$ cat src/verilog/counter_array_pkg.sv
// shared constants and types for the counter array and its capture/compare cells
`default_nettype none
package counter_array_pkg;
	localparam int unsigned CNT_W        = 16;        // time base width
	localparam int unsigned NUM_CELLS    = 5;         // capture/compare cells
	localparam int unsigned WDT_CELL     = 4;         // cell that can act as watchdog
	localparam logic [3:0]  DIV12_LAST   = 4'hb;      // system clock / 12
	localparam logic [1:0]  DIV4_LAST    = 2'h3;      // system clock / 4
	localparam logic [2:0]  DIV8_LAST    = 3'h7;      // external oscillator / 8
	localparam logic [3:0]  DIV12_RST    = 4'h0;
	localparam logic [1:0]  DIV4_RST     = 2'h0;
	localparam logic [2:0]  DIV8_RST     = 3'h0;
	localparam logic [15:0] COUNT_RST    = 16'h0000;
	localparam logic        WDT_EN_RST   = 1'b1;      // watchdog alive out of reset
	localparam logic [7:0]  LOW_LAST     = 8'hff;     // low byte about to wrap

	// time base clock sources
	typedef enum logic [2:0] {
		SRC_SYS_DIV12,
		SRC_SYS_DIV4,
		SRC_T0_OVF,
		SRC_EXT_COUNT_INPUT,
		SRC_SYS,
		SRC_EXT_OSC_DIV8
	} clk_src_t;

	// cell operating modes
	typedef enum logic [2:0] {
		MODE_OFF,
		MODE_CAPTURE,
		MODE_SW_TIMER,
		MODE_HS_OUTPUT,
		MODE_PWM8,
		MODE_PWM16,
		MODE_FREQ_OUT,
		MODE_WATCHDOG
	} mode_t;
endpackage
`default_nettype wire

$ cat src/verilog/capture_compare_cell.sv
// one capture/compare cell working off the shared time base
`default_nettype none
module capture_compare_cell #(
	parameter bit IS_WDT = 1'b0                          // only one cell may be a watchdog
) (
	input  wire logic                    i_ref_clk,
	input  wire logic                    i_rst,
	input  wire logic                    i_ce,
	input  wire logic                    i_tick,         // time base advances this cycle
	input  wire logic [15:0]             i_count,        // current time base value
	input  wire counter_array_pkg::mode_t i_mode,
	input  wire logic [15:0]             i_cmp,          // compare / period value
	input  wire logic                    i_pin,          // synchronised pin level
	input  wire logic                    i_kick,         // watchdog service pulse
	output logic                         o_pin_out,
	output logic                         o_pin_oe,
	output logic [15:0]                  o_cap_val,
	output logic                         o_event,
	output logic                         o_wdt_reset
);
	// true for modes that drive the pin through the crossbar
	function automatic logic drives_pin(input counter_array_pkg::mode_t m);
		drives_pin = (m == counter_array_pkg::MODE_HS_OUTPUT) ||
			(m == counter_array_pkg::MODE_PWM8) ||
			(m == counter_array_pkg::MODE_PWM16) ||
			(m == counter_array_pkg::MODE_FREQ_OUT);
	endfunction

	counter_array_pkg::mode_t mode;                      // effective mode
	logic        pin_q, pin_d;                           // last pin level, for edges
	logic        out_q, out_d;
	logic [15:0] cap_q, cap_d;
	logic        evt_q, evt_d;
	logic        wdt_q, wdt_d;
	logic [7:0]  ref_q, ref_d;                           // next toggle / watchdog limit
	logic        match16;

	// a watchdog request on an ordinary cell falls back to off
	assign mode    = (i_mode == counter_array_pkg::MODE_WATCHDOG && !IS_WDT) ?
		counter_array_pkg::MODE_OFF : i_mode;
	assign match16 = i_tick && (i_count == i_cmp);

	// next state per mode, one mode at a time
	always_comb begin
		pin_d = i_pin;
		out_d = out_q;
		cap_d = cap_q;
		evt_d = 1'b0;
		wdt_d = 1'b0;
		ref_d = ref_q;
		case (mode)
			counter_array_pkg::MODE_CAPTURE: begin
				if (i_pin && !pin_q) begin                    // rising edge only
					cap_d = i_count;
					evt_d = 1'b1;
				end
			end
			counter_array_pkg::MODE_SW_TIMER: begin
				evt_d = match16;
			end
			counter_array_pkg::MODE_HS_OUTPUT: begin
				if (match16) begin
					out_d = ~out_q;
					evt_d = 1'b1;
				end
			end
			counter_array_pkg::MODE_PWM8: begin
				out_d = (i_count[7:0] >= i_cmp[7:0]);
			end
			counter_array_pkg::MODE_PWM16: begin
				out_d = (i_count >= i_cmp);
			end
			counter_array_pkg::MODE_FREQ_OUT: begin
				// half period is the high byte; wrap of the byte add is intended
				if (i_tick && i_count[7:0] == ref_q) begin
					out_d = ~out_q;
					ref_d = ref_q + i_cmp[15:8];
				end
			end
			counter_array_pkg::MODE_WATCHDOG: begin
				if (i_kick) begin
					ref_d = i_count[15:8] + i_cmp[15:8];
				end else if (i_tick && i_count[15:8] == ref_q &&
						i_count[7:0] == counter_array_pkg::LOW_LAST) begin
					wdt_d = 1'b1;
				end
			end
			default: begin
				out_d = 1'b0;                                 // idle cell parks low
			end
		endcase
	end

	// registers, frozen while the clock enable is low
	always_ff @(posedge i_ref_clk or posedge i_rst) begin
		if (i_rst) begin
			pin_q <= 1'b0;
			out_q <= 1'b0;
			cap_q <= 16'h0000;
			evt_q <= 1'b0;
			wdt_q <= 1'b0;
			ref_q <= 8'h00;
		end else if (i_ce) begin
			pin_q <= pin_d;
			out_q <= out_d;
			cap_q <= cap_d;
			evt_q <= evt_d;
			wdt_q <= wdt_d;
			ref_q <= ref_d;
		end
	end

	assign o_pin_out   = out_q;
	assign o_pin_oe    = drives_pin(mode);
	assign o_cap_val   = cap_q;
	assign o_event     = evt_q;
	assign o_wdt_reset = wdt_q;
endmodule
`default_nettype wire

$ cat src/verilog/counter_array.sv
// counter array: shared 16-bit time base, clock source selection, five cells
// How it works
// - one private 16-bit time base feeds five cells
// - time base clock picked from six sources
// - each cell runs exactly one mode
// - only cell four offers the watchdog
// - watchdog on cell four enabled out of reset
// - cell pins and count input go to crossbar
// - external oscillator may clock the time base
`default_nettype none
module counter_array (
	input  wire logic                        i_ref_clk,
	input  wire logic                        i_rst,
	input  wire logic                        i_ce,           // freezes all registers when low
	input  wire counter_array_pkg::clk_src_t i_clk_src,      // time base clock choice
	input  wire logic                        i_run,          // time base run enable
	input  wire logic                        i_t0_ovf,       // timer 0 overflow pulse
	input  wire logic                        i_ext_count_input, // from crossbar pin
	input  wire logic                        i_ext_osc,      // external oscillator level
	input  wire logic [14:0]                 i_cell_mode,    // 3 bits per cell
	input  wire logic [79:0]                 i_cell_cmp,     // 16 bits per cell
	input  wire logic [4:0]                  i_cell_pin,     // capture pins from crossbar
	input  wire logic                        i_wdt_kick,     // watchdog service pulse
	input  wire logic                        i_wdt_disable,  // turn watchdog off
	input  wire logic                        i_wdt_enable,   // turn watchdog back on
	output logic [15:0]                      o_count,
	output logic                             o_overflow,
	output logic [4:0]                       o_cell_out,     // to crossbar
	output logic [4:0]                       o_cell_oe,
	output logic [79:0]                      o_cell_cap,
	output logic [4:0]                       o_cell_event,
	output logic                             o_wdt_reset,
	output logic                             o_wdt_active
);
	logic [3:0]  div12_q, div12_d;
	logic [1:0]  div4_q,  div4_d;
	logic [2:0]  div8_q,  div8_d;
	logic [15:0] cnt_q,   cnt_d;
	logic        ovf_q,   ovf_d;
	logic        wdt_en_q, wdt_en_d;
	logic [1:0]  eci_s_q;                                   // two-stage synchroniser
	logic        eci_d_q;                                   // delayed copy for edges
	logic [1:0]  osc_s_q;
	logic        osc_d_q;
	logic [4:0]  pin_s1_q, pin_s2_q;                         // capture pin synchronisers
	logic        tick12, tick4, eci_rise, osc_rise, osc_tick, tick;
	logic [4:0]  cell_wdt;

	// prescaler ticks are gated by the enable so a frozen block never advances
	assign tick12   = i_ce && (div12_q == counter_array_pkg::DIV12_LAST);
	assign tick4    = i_ce && (div4_q == counter_array_pkg::DIV4_LAST);
	assign eci_rise = i_ce && eci_s_q[1] && !eci_d_q;
	assign osc_rise = i_ce && osc_s_q[1] && !osc_d_q;
	assign osc_tick = osc_rise && (div8_q == counter_array_pkg::DIV8_LAST);

	// source multiplexer
	always_comb begin
		case (i_clk_src)
			counter_array_pkg::SRC_SYS_DIV12:       tick = tick12;
			counter_array_pkg::SRC_SYS_DIV4:        tick = tick4;
			counter_array_pkg::SRC_T0_OVF:          tick = i_ce && i_t0_ovf;
			counter_array_pkg::SRC_EXT_COUNT_INPUT: tick = eci_rise;
			counter_array_pkg::SRC_SYS:             tick = i_ce;
			counter_array_pkg::SRC_EXT_OSC_DIV8:    tick = osc_tick;
			default:                                tick = 1'b0;
		endcase
	end

	// next values of prescalers, time base and watchdog enable
	always_comb begin
		div12_d = tick12 ? counter_array_pkg::DIV12_RST : div12_q + 4'h1;
		div4_d  = div4_q + 2'h1;
		// oscillator divider counts oscillator edges only, not system cycles
		div8_d  = osc_rise ? div8_q + 3'h1 : div8_q;
		cnt_d   = cnt_q;
		ovf_d   = 1'b0;
		// the watchdog needs a running time base, so it keeps it counting
		if (tick && (i_run || wdt_en_q)) begin
			cnt_d = cnt_q + 16'h0001;
			ovf_d = (cnt_q == 16'hffff);
		end
		wdt_en_d = wdt_en_q;
		if (i_wdt_enable) begin
			wdt_en_d = 1'b1;
		end else if (i_wdt_disable) begin
			wdt_en_d = 1'b0;
		end
	end

	// registers; the async inputs pass two flops before anyone looks at them
	always_ff @(posedge i_ref_clk or posedge i_rst) begin
		if (i_rst) begin
			div12_q  <= counter_array_pkg::DIV12_RST;
			div4_q   <= counter_array_pkg::DIV4_RST;
			div8_q   <= counter_array_pkg::DIV8_RST;
			cnt_q    <= counter_array_pkg::COUNT_RST;
			ovf_q    <= 1'b0;
			wdt_en_q <= counter_array_pkg::WDT_EN_RST;
			eci_s_q  <= 2'b00;
			eci_d_q  <= 1'b0;
			osc_s_q  <= 2'b00;
			osc_d_q  <= 1'b0;
			pin_s1_q <= 5'h00;
			pin_s2_q <= 5'h00;
		end else if (i_ce) begin
			div12_q  <= div12_d;
			div4_q   <= div4_d;
			div8_q   <= div8_d;
			cnt_q    <= cnt_d;
			ovf_q    <= ovf_d;
			wdt_en_q <= wdt_en_d;
			eci_s_q  <= {eci_s_q[0], i_ext_count_input};
			eci_d_q  <= eci_s_q[1];
			osc_s_q  <= {osc_s_q[0], i_ext_osc};
			osc_d_q  <= osc_s_q[1];
			pin_s1_q <= i_cell_pin;
			pin_s2_q <= pin_s1_q;
		end
	end

	// five cells; cell four is forced into watchdog while that is enabled
	for (genvar g = 0; g < counter_array_pkg::NUM_CELLS; g++) begin : g_cell
		counter_array_pkg::mode_t cell_mode;
		if (g == counter_array_pkg::WDT_CELL) begin : g_wdt
			assign cell_mode = wdt_en_q ? counter_array_pkg::MODE_WATCHDOG :
				counter_array_pkg::mode_t'(i_cell_mode[3*g +: 3]);
		end else begin : g_plain
			assign cell_mode = counter_array_pkg::mode_t'(i_cell_mode[3*g +: 3]);
		end
		capture_compare_cell #(
			.IS_WDT (g == counter_array_pkg::WDT_CELL)
		) u_cell (
			.i_ref_clk   (i_ref_clk),
			.i_rst       (i_rst),
			.i_ce        (i_ce),
			.i_tick      (tick && (i_run || wdt_en_q)),
			.i_count     (cnt_q),
			.i_mode      (cell_mode),
			.i_cmp       (i_cell_cmp[16*g +: 16]),
			.i_pin       (pin_s2_q[g]),
			.i_kick      (i_wdt_kick),
			.o_pin_out   (o_cell_out[g]),
			.o_pin_oe    (o_cell_oe[g]),
			.o_cap_val   (o_cell_cap[16*g +: 16]),
			.o_event     (o_cell_event[g]),
			.o_wdt_reset (cell_wdt[g])
		);
	end

	assign o_count      = cnt_q;
	assign o_overflow   = ovf_q;
	assign o_wdt_reset  = cell_wdt[counter_array_pkg::WDT_CELL];
	assign o_wdt_active = wdt_en_q;
endmodule
`default_nettype wire

$ cat config.mk
export PLATFORM = sky130hd
export DESIGN_NAME = counter_array
export DESIGN_NICKNAME = d
export VERILOG_FILES = /design/src/verilog/counter_array_pkg.sv /design/src/verilog/capture_compare_cell.sv /design/src/verilog/counter_array.sv
export SDC_FILE = /design/constraint.sdc
export NUM_CORES = 1
export LEC_CHECK = 0
export ABC_CLOCK_PERIOD_IN_PS = 5800
export BUFFER_PORTS_ARGS = -buffer_cell sky130_fd_sc_hd__buf_2
export CAP_MARGIN = 10
export CORE_MARGIN = 1
export CORE_UTILIZATION = 42
export CTS_CLUSTER_DIAMETER = 100
export DETAILED_ROUTE_END_ITERATION = 8
export HOLD_SLACK_MARGIN = 0.08
export PLACE_DENSITY = 0.7
export SETUP_SLACK_MARGIN = 0.3
export SYNTH_ARGS = -nofsm -noshare
export SYNTH_HDL_FRONTEND = slang
export SYNTH_HIERARCHICAL = 1
export SYNTH_SLANG_ARGS = --single-unit
$ cat constraint.sdc
create_clock -name i_ref_clk -period 5.8 [get_ports i_ref_clk]
set_input_delay 0.58 -clock i_ref_clk [delete_from_list [all_inputs] [get_ports i_ref_clk]]
set_output_delay 0.58 -clock i_ref_clk [all_outputs]
set_load 0.005 [all_outputs]
==> run summary, run 1 <==
DIE
---------------------------------------------------------------------------------
Std cell rows ......................................................           62
# IOs ..............................................................          227
Width of the chip ..................................................     172.6 µm
Initial Utilization ................................................       0.4268
Area enclosed by the die boundary ..................................    29770 µm²
Vert. Die Dim ......................................................     172.6 µm
Floorplan Core Area ................................................    28630 µm²

CRITICAL PATH
---------------------------------------------------------------------------------
Critical path required time ........................................      6.11 ns
Kind of launch point of the worst setup path .......................     register
List of cells traversed by the critical path ....................... or2_2 > nand3_1 > mux2_1 > ha_1 > a21oi_1 > o211ai_1 > o41a_1 > xnor2_1 > nor4b_2 > a211oi_2
Slowest cell delay on critical path ................................      0.58 ns
Worst path arrival time ............................................      3.81 ns
Worst path bufs/invs ...............................................            0
Critical-path maximum fanout .......................................           11
Crit path capture type .............................................     register
Critical Setup Path Class ..........................................      reg2reg
Crit-path slowest cell .............................................      dfstp_2
Cell family with most CP delay ..................................... simple AND/OR/NAND/NOR gates

STATUS
---------------------------------------------------------------------------------
Run status ......................................................... finished clean

TIMING
---------------------------------------------------------------------------------
Transition time of the tightest slew-check pin .....................     1.118 ns
Final Skew .........................................................   0.01467 ns
Max-slew violation total from the final report .....................            0
Number of hold violations in the final report ......................            0
Fin Setup TNS ......................................................         0 ns
Final critical path time including I/O delays and setup ............     3.504 ns
Max-slew headroom ..................................................       0.2547
Tcrit/Tclk final ...................................................       0.6041
Setup repair after global routing missed its margin ................        false
Max Clk Rate .......................................................   0.2854 GHz
Min setup slack post-route .........................................     2.296 ns
Final setup vio count ..............................................            0
Fin Hold WS ........................................................   0.09260 ns

JOB
---------------------------------------------------------------------------------
Maximum Capacitance Violations .....................................            0

HOLD PATH
---------------------------------------------------------------------------------
Hold Path Class ....................................................     in2async

POWER AND IR DROP
---------------------------------------------------------------------------------
Maximum vdd ir drop ................................................     164.3 µV
Leakage Power ......................................................     7.660 nW
Power density normalized to cell area .............................. 302.1 nW/µm²

SYNTHESIS
---------------------------------------------------------------------------------
Area of the mapped netlist .........................................    12220 µm²
Instance count of the mapped netlist ...............................         1172
Yosys warning count ................................................            6
Synth Area per Inst ................................................    10.42 µm²
Synthesized Nets ...................................................         1410

CTS
---------------------------------------------------------------------------------
CTS H-tree lvls ....................................................            4
Source-to-sink clock delay at the later pin of the worst-skew pair .      0.43 ns
Post-CTS Hold Buffers ..............................................            0
CTS tree ...........................................................        built
Clock-pin transition on the worst setup and hold timing paths ......      0.08 ns
Number of buffers inserted by post-CTS setup repair ................            0
Clock sinks ........................................................          179
Inserted Clock Buffers .............................................           17
Clock Tree Root ....................................................    clkbuf_16
Max Buffers Root-to-Sink ...........................................            2
CTS-repair resized insts ...........................................            0

ROUTE
---------------------------------------------------------------------------------
Detailed Route WL ..................................................     33.70 mm
Routed WL per cell .................................................     19.00 µm
Remaining design rule violation count ..............................            0
Number of antenna-violating nets in the routed design ..............            0
Per-cell via count in the routed design ............................        5.488
First-pass iteration count of the detailed router ..................            5
DRC violation total after the first TritonRoute iteration ..........          603
Total via count in the routed design ...............................         9735

GRT
---------------------------------------------------------------------------------
Number of global-route vias before repair ..........................         9739
Initial antenna violation count ....................................            2
Most utilized layer in the global route result .....................         met2
First-pass GRT wire length .........................................     53.73 mm
Global route total overflow ........................................            0
Overall routing resource usage .....................................       0.2310
Global-route track usage on met3 ...................................      0.04178
M2 GR Usage ........................................................       0.3737
Pin count of the biggest net entering global routing ...............           44
Met1 routing resource usage after global routing ...................       0.3128

FINAL LAYOUT
---------------------------------------------------------------------------------
Final core occ .....................................................       0.4998
Final-stage net count ..............................................         1617
Number of fill cells in the layout .................................         2655
Final non-filler cell area .........................................    14310 µm²
Synth-to-layout area growth ........................................       17.10%
Proportion of layout cells with a drive suffix above 1 .............       0.2590
Antenna diode instance count .......................................            0

PLACED DESIGN
---------------------------------------------------------------------------------
Worst setup timing slack at the placement stage ....................     2.130 ns
Total of buffers placed on input and output ports ..................          226
Final weighted congestion of routability-driven global placement ...       0.8660
HPWL after detailed placement ......................................     24.23 mm
Area after DPL .....................................................    13670 µm²

==> power breakdown <==
part,internal [mW],switching [mW],leakage (nW)
clock,0.597,0.537,0.258
sequential,1.45,0.254,2.38
combinational,0.679,0.810,5.02
==> worst register-to-register path: cells and delay by family (launching register included) <==
family,cells,cell delay (ns)
flip-flops,1,0.58
AND/OR/NAND/NOR,3,0.99
multiplexers,1,0.52
AO/OA/AOI/OAI,4,0.78
adder cells (fa/ha/maj),1,0.28
XOR/XNOR,1,0.24
==> layout by cell type, fill, tap and decap left out, drive strengths merged, types with 31 or more instances in the layout <==
| master | instances |
|---|---|
| nand3 | 47 |
| xor2 | 51 |
| dfrtp | 178 |
| inv | 118 |
| xnor2 | 49 |
| mux2 | 121 |
| nor2 | 32 |
| a21oi | 43 |
| nand4 | 31 |
| buf | 246 |
| ha | 120 |
| o21ai | 45 |
| nand2 | 66 |
==> area by class of cell <==
class	count	area, µm²	area share
flip-flops and latches	179	4481	0.3132
clock buffers	18	429.2	0.03000
multi-input cells	822	7027	0.4912
inverters	113	424.2	0.02965
repair buffers	246	1341	0.09376
clock inverters	12	123.9	0.008658
well taps	384	480.5	0.03358
==> routing by layer <==
metal,share of wire,wire (µm),vias to the layer above
met5,0.00039,13,-
met4,0.023,788,2
met3,0.061,2062,56
met2,0.46,15630,345
met1,0.45,15210,4734
li1,-,-,4598
==> per-stage QoR <==
stage / std cells / power (mW)
after floorplan: 1172 / 2.726
after global placement: 1741 / 3.154
after detailed placement: 1741 / 3.208
after CTS: 1771 / 4.360
after global routing: 1774 / 4.613
final: 1774 / 4.323
==> worst paths after layout <==
check,to,slack (ns),depth (start not counted),startpoint
worst max-delay path,g_cell[4].u_cell/ref_q[7],2.30,10,o_wdt_active
worst min-delay path,g_cell[2].u_cell/o_cap_val[1],0.09,2,i_rst
worst max register to register,g_cell[4].u_cell/ref_q[7],2.30,10,o_wdt_active
worst min register to register,div8_q[0],0.48,1,div8_q[0]
max in group asynchronous,pin_s1_q[4],4.76,2,i_rst
min in group i_ref_clk,osc_s_q[0],0.38,2,i_ext_osc
==> sequential cells by signal, indices dropped and copies added, names as in the netlist, 2 cells and up <==
name and cells:
g_cell.u_cell/pin_q 5, o_count 16, pin_s1_q 5, eci_s_q 2
g_cell.u_cell/o_event 5, g_cell.u_cell/o_pin_out 5, div4_q 2, div12_q 4
g_cell.u_cell/ref_q 40, div8_q 3, osc_s_q 2, pin_s2_q 5
g_cell.u_cell/o_cap_val 80
Power figures use the tool's default switching activity.
==> inputs of run 2 (changes only) <==
--- a/config.mk
+++ b/config.mk
@@ -5,7 +5,7 @@
 export SDC_FILE = /design/constraint.sdc
 export NUM_CORES = 1
 export LEC_CHECK = 0
-export ABC_CLOCK_PERIOD_IN_PS = 5800
+export ABC_CLOCK_PERIOD_IN_PS = 3200
 export BUFFER_PORTS_ARGS = -buffer_cell sky130_fd_sc_hd__buf_2
 export CAP_MARGIN = 10
 export CORE_MARGIN = 1
@@ -13,7 +13,7 @@
 export CTS_CLUSTER_DIAMETER = 100
 export DETAILED_ROUTE_END_ITERATION = 8
 export HOLD_SLACK_MARGIN = 0.08
-export PLACE_DENSITY = 0.7
+export PLACE_DENSITY = 0.72
 export SETUP_SLACK_MARGIN = 0.3
 export SYNTH_ARGS = -nofsm -noshare
 export SYNTH_HDL_FRONTEND = slang
==> constraint.sdc (replaced) <==
create_clock -name i_ref_clk -period 3.2 [get_ports i_ref_clk]
set_input_delay 0.32 -clock i_ref_clk [delete_from_list [all_inputs] [get_ports i_ref_clk]]
set_output_delay 0.32 -clock i_ref_clk [all_outputs]
set_load 0.005 [all_outputs]
==> run 2 against run 1 <==
Die area did not move; clock-buffer cell count increased by 4; register-to-register slack got worse by 1.9 ns; routed wire length grew 1.7%; largest power group unchanged; critical endpoint unchanged; clock skew down 0.0026 ns; total power increased by 88%; clock power up 92%; sequential share of layout area shrank 0.67 points.
==> run summary, run 2 (synthesized netlist as in run 1, its figures left out) <==
PLACED DESIGN
---------------------------------------------------------------------------------
Final weighted congestion of routability-driven global placement ...       0.8760   +1.2%
Total of buffers placed on input and output ports ..................          226   unchanged
HPWL after detailed placement ......................................     25.57 mm   +5.5%

ROUTE
---------------------------------------------------------------------------------
Routed WL per cell .................................................     19.07 µm   +0.37%
Per-cell via count in the routed design ............................        5.427   -1.1%
Detailed Route WL ..................................................     34.27 mm   +1.7%
DRC violation total after the first TritonRoute iteration ..........          454   -25%
Remaining design rule violation count ..............................            0   unchanged
Number of antenna-violating nets in the routed design ..............            0   unchanged
Total via count in the routed design ...............................         9752   +0.17%
First-pass iteration count of the detailed router ..................            5   unchanged

FINAL LAYOUT
---------------------------------------------------------------------------------
Multi-input gate area ..............................................     7121 µm²   +1.3%
Largest register FFs ...............................................           80   unchanged
Synth-to-layout area growth ........................................       19.65%
Final-stage net count ..............................................         1639   +1.4%
Antenna diode instance count .......................................            0   unchanged
Most common library cell in the layout ignoring fill and taps ......        buf_2
Most frequent cells in the layout .................................. 226 x buf_2, 178 x dfrtp_1, 116 x ha_1
Sequential cell area ...............................................     4481 µm²   unchanged
Proportion of layout cells with a drive suffix above 1 .............       0.2781   +0.01914
Number of fill cells in the layout .................................         2631   -0.90%

CRITICAL PATH
---------------------------------------------------------------------------------
Critical path required time ........................................      3.50 ns   -2.61 ns
Critical Setup Path Class ..........................................      reg2reg
Kind of launch point of the worst setup path .......................     register
Critical-path maximum fanout .......................................            7   -4
Worst path arrival time ............................................      3.09 ns   -0.72 ns
Crit path capture type .............................................     register

CTS
---------------------------------------------------------------------------------
Max Buffers Root-to-Sink ...........................................            2   unchanged
CTS H-tree lvls ....................................................            4   unchanged
Clock-pin transition on the worst setup and hold timing paths ......      0.07 ns   about the same
Clock Tree Root ....................................................    clkbuf_16
Clock sinks ........................................................          179   unchanged
Source-to-sink clock delay at the later pin of the worst-skew pair .      0.43 ns   about the same
CTS tree ...........................................................        built
Inserted Clock Buffers .............................................           17   unchanged

DIE
---------------------------------------------------------------------------------
Vert. Die Dim ......................................................     172.6 µm   unchanged
Initial Utilization ................................................       0.4268   unchanged
Floorplan Core Area ................................................    28630 µm²   unchanged
Area enclosed by the die boundary ..................................    29770 µm²   unchanged
Std cell rows ......................................................           62   unchanged
# IOs ..............................................................          227   unchanged
Width of the chip ..................................................     172.6 µm   unchanged

GRT
---------------------------------------------------------------------------------
Overall routing resource usage .....................................       0.2317   +0.0007034
Met1 routing resource usage after global routing ...................       0.3022   -0.01059
M2 GR Usage ........................................................       0.3950   +0.02134
Most utilized layer in the global route result .....................         met2
Initial antenna violation count ....................................            1   -1
Global-route track usage on met3 ...................................      0.04046   -0.001319
Number of global-route vias before repair ..........................         9617   -1.3%
Pin count of the biggest net entering global routing ...............           44   unchanged
Global route total overflow ........................................            0   unchanged
First-pass GRT wire length .........................................     53.63 mm   -0.18%

POWER AND IR DROP
---------------------------------------------------------------------------------
Maximum vdd ir drop ................................................     245.4 µV   +49%
Leakage Power ......................................................     7.810 nW   +2.0%
Power density normalized to cell area .............................. 556.8 nW/µm²   +84%
Power after layout .................................................     8.139 mW   +88%

HOLD PATH
---------------------------------------------------------------------------------
Hold Path Class ....................................................       in2reg

TIMING
---------------------------------------------------------------------------------
Max Clk Rate .......................................................   0.3582 GHz   +26%
Setup repair after global routing missed its margin ................        false
Transition time of the tightest slew-check pin .....................     1.080 ns   -0.03810 ns
Final critical path time including I/O delays and setup ............     2.791 ns   -0.7122 ns
Max-slew headroom ..................................................       0.2793   +0.02461
Final setup vio count ..............................................            0   unchanged
Tcrit/Tclk final ...................................................       0.8723   +0.2682
Max-slew violation total from the final report .....................            0   unchanged
Fin Setup TNS ......................................................         0 ns   unchanged
Number of hold violations in the final report ......................            0   unchanged
Final Skew .........................................................   0.01202 ns   -0.002645 ns

STATUS
---------------------------------------------------------------------------------
Run status ......................................................... finished clean

JOB
---------------------------------------------------------------------------------
Maximum Capacitance Violations .....................................            0   unchanged

[run 2: cell count changes in the layout (fill, tap and decap cells not counted), sizes merged]
cell | previous run | this run
clkbuf | 18 | 22
dlygate4sd3 | 0 | 1
clkinvlp | 4 | 3
buf | 246 | 267
clkinv | 2 | 0
inv | 118 | 117
bufinv | 1 | 2
[run 2: path summary, 6_finish.rpt]
kind	startpoint	endpoint	slack, ns	cells after the start
max	o_wdt_active	g_cell[4].u_cell/ref_q[7]	0.41	10
min	i_cell_pin[3]	pin_s1_q[3]	0.12	2
max reg2reg	o_wdt_active	g_cell[4].u_cell/ref_q[7]	0.41	10
min reg2reg	div4_q[0]	div4_q[0]	0.47	1
max in group asynchronous	i_rst	g_cell[1].u_cell/o_cap_val[11]	1.70	3
min in group asynchronous	i_rst	g_cell[4].u_cell/o_cap_val[15]	0.52	3
[run 2: power breakdown]
group	switching [mW]	total [mW]	internal, mW	leakage (nW)
combinational	1.60	2.96	1.36	5.14
sequential	0.389	3.01	2.62	2.38
clock	0.924	2.17	1.24	0.286
[run 2: final cells by class]
type / instances / share of cell area
Multi-Input combinational cell: 822 / 0.4871
Clock inverter: 9 / 0.008046
Tap cell: 384 / 0.03287
Sequential cell: 179 / 0.3065
Inverter: 113 / 0.02902
Clock buffer: 22 / 0.03312
Timing Repair Buffer: 268 / 0.1033
[run 2: through the flow]
stage / std cells / setup slack (ns) / hold slack, ns / util / area [µm²]
after CTS: 1792 / 0.3014 / 0.1034 / 0.5068 / 14510
after detailed placement: 1760 / 0.1300 / 0.4703 / 0.4845 / 13870
after global placement: 1760 / 0.2416 / 0.4588 / 0.4845 / 13870
after floorplan: 1172 / 0.2838 / 0.3727 / - / 12240
final: 1797 / 0.4086 / 0.1245 / 0.5107 / 14620
after global routing: 1797 / 0.2961 / 0.1088 / 0.5107 / 14620
[run 2: worst max-delay path: stages, from the launching register on]
cell and delay [ns]:
dfstp_2 0.58, or2_4 0.15, nand3_4 0.13, mux2_4 0.35
ha_4 0.22, a21oi_2 0.16, o211ai_1 0.13, o41a_1 0.42
xnor2_2 0.20, nor4b_4 0.25, a211oi_2 0.07
[run 2: per-layer routing]
| metal | up-vias | routed length, µm |
|---|---|---|
| li1 | 4656 | - |
| met1 | 4764 | 15340 |
| met2 | 289 | 16430 |
| met3 | 41 | 1862 |
| met4 | 2 | 619 |
| met5 | - | 13 |
[run 2: what timing repair did]
action | 4_1_cts | 5_1_grt
hold endpoints to repair | 81 | 0
hold buffers | 1 | 0
resized for setup | 4 | 8
pin swaps | 1 | 6
setup endpoints to repair | 2 | 4
buffers inserted | 0 | 4
